===== config.mk =====
export PLATFORM = sky130hd
export DESIGN_NAME = prds_ctrl
export DESIGN_NICKNAME = d
export VERILOG_FILES = /design/src/core/prds_pkg.sv /design/src/core/prds_delay_timer.sv /design/src/core/prds_ctrl.sv
export SDC_FILE = /design/constraint.sdc
export NUM_CORES = 1
export LEC_CHECK = 0
export BUFFER_PORTS_ARGS = -buffer_cell sky130_fd_sc_hd__buf_2
export CORE_AREA = 3 3 72 60
export DETAILED_ROUTE_END_ITERATION = 10
export DIE_AREA = 0 0 75 63
export GPL_TIMING_DRIVEN = 0
export PLACE_DENSITY = 0.76
export SLEW_MARGIN = 0
export SYNTH_ARGS = -nofsm -noshare
export SYNTH_HDL_FRONTEND = slang
export SYNTH_SLANG_ARGS = --single-unit

===== constraint.sdc =====
create_clock -name i_sys_clk -period 3 [get_ports i_sys_clk]
set_clock_uncertainty 0.1 [all_clocks]
set_input_delay 0.6 -clock i_sys_clk [delete_from_list [all_inputs] [get_ports i_sys_clk]]
set_output_delay 0.6 -clock i_sys_clk [all_outputs]
set_load 0.02 [all_outputs]

===== src/core/prds_pkg.sv =====
/*
 * Shared constants for the program recall and approach-stroke block.
 * Assumes a 50 MHz system clock; all inputs arrive synchronous to it.
 */
package prds_pkg;

	// =====================================================================
	// Clock and timing
	// =====================================================================
	localparam int  CLK_HZ            = 50000000;
	// Fixed pre-cycle delay on the first weld, in seconds.
	localparam real APPROACH_DELAY_S  = 0.6;
	localparam int  APPROACH_DELAY_CY = int'(APPROACH_DELAY_S * CLK_HZ);
	localparam int  DELAY_CNT_W       = 25;

	// =====================================================================
	// Program number
	// =====================================================================
	localparam int         PROG_W        = 7;
	localparam logic [6:0] PROG_NONE     = 7'h00;
	localparam logic [6:0] PROG_RESET    = 7'h01;
	localparam logic [6:0] PROG_MAX      = 7'h7F;

	// =====================================================================
	// Sequencer states, Gray coded along idle, delay, weld
	// =====================================================================
	typedef enum logic [1:0] {
		PRDS_IDLE  = 2'h0,
		PRDS_DELAY = 2'h1,
		PRDS_WELD  = 2'h3
	} prds_state_type;

endpackage : prds_pkg


===== src/core/prds_delay_timer.sv =====
/*
 * One-shot down counter producing a single-cycle done pulse.
 * Assumes start is a single-cycle pulse and a clock enable freezes it.
 */
`timescale 1ns/10ps

module prds_delay_timer #(
	parameter int DELAY_CYCLES = prds_pkg::APPROACH_DELAY_CY
) (
	// Clock and reset
	input  wire logic i_sys_clk,
	input  wire logic i_sys_rst,
	input  wire logic i_clk_en,
	// Control
	input  wire logic i_start,
	// Status
	output logic      o_busy,
	output logic      o_done
);

	// =====================================================================
	// Counter
	// =====================================================================
	localparam logic [prds_pkg::DELAY_CNT_W-1:0] LOAD_VAL =
		prds_pkg::DELAY_CNT_W'(DELAY_CYCLES - 1);

	logic [prds_pkg::DELAY_CNT_W-1:0] cnt_r;
	logic [prds_pkg::DELAY_CNT_W-1:0] cnt_nxt;
	logic                             busy_r;
	logic                             busy_nxt;
	logic                             done_r;
	logic                             done_nxt;

	always_comb begin
		cnt_nxt  = cnt_r;
		busy_nxt = busy_r;
		done_nxt = 1'b0;
		if (i_start) begin
			cnt_nxt  = LOAD_VAL;
			busy_nxt = 1'b1;
		end else if (busy_r) begin
			if (cnt_r == '0) begin
				busy_nxt = 1'b0;
				done_nxt = 1'b1;
			end else begin
				cnt_nxt = cnt_r - 1'b1;
			end
		end
	end

	always_ff @(posedge i_sys_clk) begin
		if (i_sys_rst) begin
			cnt_r  <= '0;
			busy_r <= 1'b0;
			done_r <= 1'b0;
		end else if (i_clk_en) begin
			cnt_r  <= cnt_nxt;
			busy_r <= busy_nxt;
			done_r <= done_nxt;
		end
	end

	assign o_busy = busy_r;
	assign o_done = done_r;

endmodule : prds_delay_timer


===== src/core/prds_ctrl.sv =====
/*
 * Top of the program recall and approach-stroke block: decodes the seven
 * recall lines into a program number taken at cycle start, and runs the
 * approach-stroke valve with its fixed first-weld delay.
 * Assumes an external weld sequencer that starts on o_weld_go and reports
 * the end of each weld with a one-cycle i_cycle_end pulse.
 */
`timescale 1ns/10ps

module prds_ctrl #(
	parameter int APPROACH_DELAY_CY = prds_pkg::APPROACH_DELAY_CY
) (
	// Clock, reset and enable
	input  wire logic                        i_sys_clk,
	input  wire logic                        i_sys_rst,
	input  wire logic                        i_clk_en,
	// Recall lines from the machine controller
	input  wire logic                        i_recall_in_weight1,
	input  wire logic                        i_recall_in_weight2,
	input  wire logic                        i_recall_in_weight4,
	input  wire logic                        i_recall_in_weight8,
	input  wire logic                        i_recall_in_weight16,
	input  wire logic                        i_recall_in_weight32,
	input  wire logic                        i_recall_in_weight64,
	// Approach-stroke request and cycle control
	input  wire logic                        i_approach_req,
	input  wire logic                        i_cycle_start,
	input  wire logic                        i_cycle_end,
	// Program selection
	output logic [prds_pkg::PROG_W-1:0]      o_prog_num,
	// Valve and sequencer handshake
	output logic                             o_approach_valve_out,
	output logic                             o_weld_go,
	output logic                             o_delay_busy,
	output logic                             o_cycle_busy
);

	// =====================================================================
	// Recall decode
	// =====================================================================
	logic [prds_pkg::PROG_W-1:0] recall_code;

	// Each line lands on the bit of its weight, so the code is the number.
	assign recall_code = {i_recall_in_weight64, i_recall_in_weight32,
	                      i_recall_in_weight16, i_recall_in_weight8,
	                      i_recall_in_weight4,  i_recall_in_weight2,
	                      i_recall_in_weight1};

	// =====================================================================
	// Cycle-start edge detect
	// =====================================================================
	logic                     start_d_r;
	logic                     start_d_nxt;
	logic                     start_edge;
	prds_pkg::prds_state_type state_r;
	prds_pkg::prds_state_type state_nxt;

	assign start_edge  = i_cycle_start & ~start_d_r;

	always_comb begin
		start_d_nxt = i_cycle_start;
	end

	always_ff @(posedge i_sys_clk) begin
		if (i_sys_rst) begin
			start_d_r <= 1'b0;
		end else if (i_clk_en) begin
			start_d_r <= start_d_nxt;
		end
	end

	// =====================================================================
	// Program number register
	// =====================================================================
	logic [prds_pkg::PROG_W-1:0] prog_r;
	logic [prds_pkg::PROG_W-1:0] prog_nxt;

	always_comb begin
		prog_nxt = prog_r;
		// Lines are sampled in the same cycle as the start edge.
		// A start refused mid-cycle must not swap the program of a running weld.
		if (start_edge && (state_r == prds_pkg::PRDS_IDLE) &&
		    (recall_code != prds_pkg::PROG_NONE)) begin
			prog_nxt = recall_code;
		end
	end

	always_ff @(posedge i_sys_clk) begin
		if (i_sys_rst) begin
			prog_r <= prds_pkg::PROG_RESET;
		end else if (i_clk_en) begin
			prog_r <= prog_nxt;
		end
	end

	// =====================================================================
	// Approach delay timer
	// =====================================================================
	logic timer_start;
	logic timer_busy;
	logic timer_done;

	prds_delay_timer #(
		.DELAY_CYCLES (APPROACH_DELAY_CY)
	) u_delay_timer (
		.i_sys_clk (i_sys_clk),
		.i_sys_rst (i_sys_rst),
		.i_clk_en  (i_clk_en),
		.i_start   (timer_start),
		.o_busy    (timer_busy),
		.o_done    (timer_done)
	);

	// =====================================================================
	// Cycle and valve sequencer
	// =====================================================================
	logic                     valve_r;
	logic                     valve_nxt;
	logic                     go_r;
	logic                     go_nxt;
	logic                     delay_busy_r;
	logic                     delay_busy_nxt;
	logic                     cycle_busy_r;
	logic                     cycle_busy_nxt;

	// No key selector input exists: the valve never depends on it.
	always_comb begin
		state_nxt   = state_r;
		valve_nxt   = valve_r;
		go_nxt      = 1'b0;
		timer_start = 1'b0;
		unique case (state_r)
			prds_pkg::PRDS_IDLE: begin
				// Outside a cycle the valve drops as soon as the request goes.
				if (!i_approach_req) begin
					valve_nxt = 1'b0;
				end
				if (start_edge) begin
					if (i_approach_req && !valve_r) begin
						// Valve off at reset is only raised here, on a start.
						valve_nxt   = 1'b1;
						timer_start = 1'b1;
						state_nxt   = prds_pkg::PRDS_DELAY;
					end else begin
						go_nxt    = 1'b1;
						state_nxt = prds_pkg::PRDS_WELD;
					end
				end
			end
			prds_pkg::PRDS_DELAY: begin
				if (timer_done) begin
					go_nxt    = 1'b1;
					state_nxt = prds_pkg::PRDS_WELD;
				end
			end
			prds_pkg::PRDS_WELD: begin
				// Valve holds through the weld; request changes wait for the end.
				if (i_cycle_end) begin
					state_nxt = prds_pkg::PRDS_IDLE;
					// A request raised mid-cycle is not acted on here.
					valve_nxt = valve_r & i_approach_req;
				end
			end
			default: begin
				state_nxt = prds_pkg::PRDS_IDLE;
			end
		endcase
		delay_busy_nxt = (state_nxt == prds_pkg::PRDS_DELAY);
		cycle_busy_nxt = (state_nxt != prds_pkg::PRDS_IDLE);
	end

	always_ff @(posedge i_sys_clk) begin
		if (i_sys_rst) begin
			state_r      <= prds_pkg::PRDS_IDLE;
			valve_r      <= 1'b0;
			go_r         <= 1'b0;
			delay_busy_r <= 1'b0;
			cycle_busy_r <= 1'b0;
		end else if (i_clk_en) begin
			state_r      <= state_nxt;
			valve_r      <= valve_nxt;
			go_r         <= go_nxt;
			delay_busy_r <= delay_busy_nxt;
			cycle_busy_r <= cycle_busy_nxt;
		end
	end

	// =====================================================================
	// Outputs
	// =====================================================================
	assign o_prog_num           = prog_r;
	assign o_approach_valve_out = valve_r;
	assign o_weld_go            = go_r;
	assign o_delay_busy         = delay_busy_r;
	assign o_cycle_busy         = cycle_busy_r;

endmodule : prds_ctrl


Word level (Yosys, flattened, before mapping) --
Cells that the tools add are included. Widths: inputs -> output; s select.
Word-level totals: word-level logic and storage cells 58, bits in registers 41, input bits 13
Operators by class: bitwise operators 3, add/subtract/negate cells 1, muxes and demuxes 26, reductions and logical operators 13, eq/ne operators 5
Operators by type and width (count):
- $mux 25 | 3
- $logic_not 25->1 | 1
- $sub 25x1->25 const B | 1
- $mux 1 | 16
- $mux 2 | 4
- $reduce_bool 7->1 | 1
- $pmux 2 s3 | 1
- $reduce_and 3->1 | 2
- $reduce_bool 2->1 | 3
- $eq 2x1->1 const B | 2
- $ne 2x2->1 const B | 2
- $pmux 1 s2 | 2
- $logic_and 1x1->1 | 3
- $and 1x1->1 | 2
- $eq 2x2->1 const B | 1
- $logic_not 2->1 | 1
- $reduce_and 2->1 | 1
- $logic_not 1->1 | 1
- $not 1->1 | 1

Longest topological paths before layout --
word-level depth 7, mapped depth 9, gate-level depth less buffers 7

Cells and area by module --
A second synthesis with hierarchy kept.
Unflattened totals: cell total of the unflattened synthesis 247, area, all modules 2195.9 um^2
Modules (own cells, without submodules):
- prds_delay_timer | instances 1, cells each 171, area each 1507.7 um^2
- prds_ctrl | instances 1, cells each 76, area each 688.2 um^2

Worst setup path before layout --
Ideal clock, no wire load.
kind input-to-reg, from input port i_cycle_start, to register u_delay_timer.cnt_r[16] in the netlist's numbering, slack 0.732 ns, data arrival time 2.036 ns, setup time 0.133 ns, data required time 2.767 ns, path buffers 2, stages 7, path through nor4b_4 -> a211oi_2 -> a41o_2 -> buf_6 -> buf_6 -> o31ai_1 -> a31oi_1
Between the ends: cells in the longest elaborated chain, start to end 5, elaborated cells between the ends (all ways) 7, classes of those cells eq/ne: 1; mux: 3; bitwise: 1; reduce/logical: 2
RTL lines:
- start: declaration | line prds_ctrl.sv:27 | input wire logic i_cycle_start,
- $and 1x1->1 (*) | line prds_ctrl.sv:58 | assign start_edge = i_cycle_start & ~start_d_r;
- $mux 1 (*) | line prds_ctrl.sv:138 | if (start_edge) begin
- $mux 1 (*) | line prds_ctrl.sv:132 | unique case (state_r)
- $ne 2x2->1 (no source line) / $reduce_bool 2->1 (equally long branches)
- $reduce_and 3->1 (no source line)
- end signal: assignment | line prds_delay_timer.sv:57 | cnt_r <= cnt_nxt;
- end: declaration | line prds_delay_timer.sv:27 | logic [prds_pkg::DELAY_CNT_W-1:0] cnt_r;
Mark *: on every way between the ends. The rest lies on a longest branch, timed or not. A chain may end at the register's enable or synchronous reset.

Worst setup path after layout --
from register u_delay_timer.cnt_r[0] in the netlist's numbering, to register u_delay_timer.cnt_r[5] in the netlist's numbering
Between the ends: cells in the longest elaborated chain, start to end 4, elaborated cells between the ends (all ways) 7, classes of those cells add/sub: 1; eq/ne: 1; mux: 3; reduce/logical: 2
RTL lines:
- $sub 25x1->25 | line prds_delay_timer.sv:46 | cnt_nxt = cnt_r - 1'b1;
- $mux 25 | line prds_delay_timer.sv:42 | if (cnt_r == '0) begin
- $mux 25 | line prds_delay_timer.sv:41 | end else if (busy_r) begin
- $mux 25 | line prds_delay_timer.sv:38 | if (i_start) begin
Parallel ways exist; a longest one is shown, timed or not. The select of a mux whose other input is x is not followed.

==> flow_summary.json <==
{
  "cp-end-kind": "flip-flop",
  "r2r_slack_ns": 0.49,
  "hold_path_end": "o_prog_num[6]$_SDFFE_PP0P_",
  "finalWirelength_um": 4510,
  "holdWs_ns": 0.355,
  "die_height_um": 63,
  "hold_depth": 2,
  "avgSynthCellArea_um2": 8.67,
  "status": "finished, final reports clean",
  "drt_iter0_drc": 107,
  "finalInstanceArea_mm2": 0.00233,
  "grt_pass1_vias": 1769,
  "antenna_found_initial": 0,
  "grt_use_total_pct": 20.7,
  "syn-num-nets": 252,
  "worstSetupPathType": "reg -> reg",
  "fin_ws_ns": 0.493,
  "die-area_mm2": 0.00473,
  "cp.arrival_ns": 2.60,
  "min_from": "o_prog_num[6]$_SDFFE_PP0P_",
  "fin_cells": 310,
  "finalCriticalPeriod_ns": 2.51,
  "tightest_slew_ns": 1.02,
  "power.total_mw": 1.79,
  "yosysSeqAreaShare_pct": 40.0,
  "vias": 1888,
  "hold_buffers": 0,
  "max_freq_mhz": 399,
  "setup_tns_ns": 0,
  "die_w_um": 75,
  "synth_edf_count": 0,
  "cts_buffers": 5,
  "area_growth_pct": 13.6,
  "routedWlPerCell_um": 14.6,
  "slew_viol_final": 0,
  "power_leakage_nw": 0.876,
  "worstPathMaxFanout": 10,
  "dp_cells": 302,
  "fin_nets": 280,
  "port_buffers": 21,
  "std_cell_rows": 20,
  "final_core_utilization_pct": 62.6,
  "synthCells": 237,
  "ys.flop_type": "dfxtp_1",
  "finalHoldViolations": 0,
  "grt_max_degree": 14,
  "postCtsSetupRepairBufs": 0,
  "drive_gt1_share_pct": 18.4,
  "fin_crit_sh_pct": 83.6,
  "drt-pass1-iter-count": 4,
  "rsz0062_at_grt": "false",
  "gr-total-overflow": 0,
  "clock-sinks": 41,
  "holdCritPathClass": "reg -> reg",
  "critPathRequiredTime_ns": 3.10,
  "setup_viol": 0,
  "syn_area_mm2": 0.00205,
  "antenna_cells": 0,
  "ys_types": 44,
  "io_pins": 24,
  "cts_tree": "done",
  "r2r-end": "u_delay_timer.cnt_r[5]$_SDFFE_PP0P_",
  "path_clk_slew_ns": 0.08,
  "dp_hpwl_um": 3240,
  "antenna_left": 0,
  "cts_root_buf": "clkbuf_8",
  "power_density_mw_per_mm2": 766,
  "gp_congestion": 0.810,
  "reg2reg_depth": 8,
  "maxCapViolCount": 0,
  "rr_startpoint": "u_delay_timer.cnt_r[0]$_SDFFE_PP0P_",
  "slew_headroom_pct": 31.0,
  "grt_pass1_wl_um": 7710,
  "place_area_mm2": 0.00221,
  "post-route-drc-count": 0,
  "routed_via_density": 6.09,
  "critPathLaunchType": "flip-flop",
  "cts.htree.levels": 2,
  "post_cts_resized": 0,
  "core_mm2": 0.00373,
  "pre_cts_slack_ns": 0.303,
  "clock_path_buffers": 2,
  "yosysWarningCount": 0,
  "clk_latency_ns": 0.30,
  "worst_ir_drop_vdd_uv": 489,
  "ys_async_sr_fraction_pct": 0,
  "synth-seq-cells": 41,
  "start_util_pct": 55.1
}
[critical path, cell delays in order (launching register included)]
cell and delay, ns:
dfxtp_1 0.35, inv_1 0.09, ha_1 0.15, or4b_2 0.59, a211oi_2 0.24, a41o_2 0.32, buf_6 0.18, a21oi_4 0.07
a311oi_1 0.31
[layout make-up]
| cell class | count | area, um^2 |
|---|---|---|
| buffer | 12 | 77.6 |
| multi-input combinational | 177 | 1130 |
| sequential | 41 | 821 |
| tap | 44 | 55.1 |
| clock inverter | 2 | 37.5 |
| timing repair buffer | 21 | 105 |
| clock buffer | 6 | 82.6 |
| fill | 358 | 1390 |
| inverter | 7 | 26.3 |
[routing by layer]
layer / wire length [um] / GRT usage, %
met2: 2080 / 32.1
met3: 217 / 6.59
met5: 0 / 0
met4: 9 / 6.00
met1: 2200 / 27.3
[how the worst max path moves through the flow]
stage                     depth (start not counted)                                    to                                 from
after floorplan                                   7  u_delay_timer.cnt_r[16]$_SDFFE_PP0P_                        i_cycle_start
after global placement                            7   u_delay_timer.cnt_r[8]$_SDFFE_PP0P_                        i_cycle_start
after detailed placement                          7  u_delay_timer.cnt_r[24]$_SDFFE_PP0P_                        i_cycle_start
after CTS                                         7  u_delay_timer.cnt_r[24]$_SDFFE_PP0P_              state_r[1]$_SDFFE_PP0P_
after global routing                              7   u_delay_timer.cnt_r[8]$_SDFFE_PP0P_              state_r[1]$_SDFFE_PP0P_
final                                             8   u_delay_timer.cnt_r[5]$_SDFFE_PP0P_  u_delay_timer.cnt_r[0]$_SDFFE_PP0P_
[flip-flops by register name (all words and copies together) (netlist names)]
signal,count
o_delay_busy,1
o_prog_num,7
start_d_r,1
o_weld_go,1
state_r,2
u_delay_timer.o_busy,1
u_delay_timer.o_done,1
u_delay_timer.cnt_r,25
o_approach_valve_out,1
o_cycle_busy,1
[cells in the final DEF (no fill, tap or decap), types with 2 or more instances in the layout]
master,instances
a311oi_1,9
o41ai_1,3
clkbuf_8,6
or2_2,4
and2_1,2
nor2_1,12
mux2i_1,3
ha_1,2
nand2b_1,6
or4_4,3
or3_1,4
inv_1,7
buf_6,4
o31ai_1,10
nand4_1,2
nand2_1,31
o21ai_0,6
nor4_1,6
clkbuf_1,6
dfxtp_1,41
a22oi_1,2
a211oi_1,2
or4_1,10
nor3_1,3
nand3_1,5
a21oi_1,29
buf_2,23
a31oi_1,6
[power breakdown]
group	internal, mW	switching, mW	leakage, nW	total (mW)
clock network	0.271	0.196	0.0574	0.466
registers	0.603	0.0589	0.334	0.662
logic	0.256	0.404	0.484	0.660
[cell usage after synthesis (4+ instances only)]
cell | n | area [um^2]
a21oi_1 | 29 | 145
a311oi_1 | 9 | 78.8
a31oi_1 | 6 | 37.5
nand2_1 | 31 | 116
inv_1 | 7 | 26.3
o21ai_0 | 6 | 30.0
nor4_1 | 6 | 37.5
dfxtp_1 | 41 | 821
nor2_1 | 12 | 45.0
buf_6 | 4 | 45.0
or3_1 | 4 | 25.0
o31ai_1 | 10 | 75.1
nand3_1 | 5 | 25.0
clkbuf_1 | 6 | 22.5
or2_2 | 4 | 25.0
nand2b_1 | 6 | 37.5
or4_1 | 10 | 75.1
[cell families after synthesis]
| logic type | Yosys count | synth area share, % |
|---|---|---|
| and+or+nand+nor | 96 | 27.0 |
| AOI/OAI and AO/OA | 76 | 25.3 |
| DFF | 41 | 40.0 |
| muxes | 3 | 1.46 |
| buffers and inverters | 19 | 5.05 |
| adders and majority gates | 2 | 1.22 |
(Power assumes the default switching activity.)
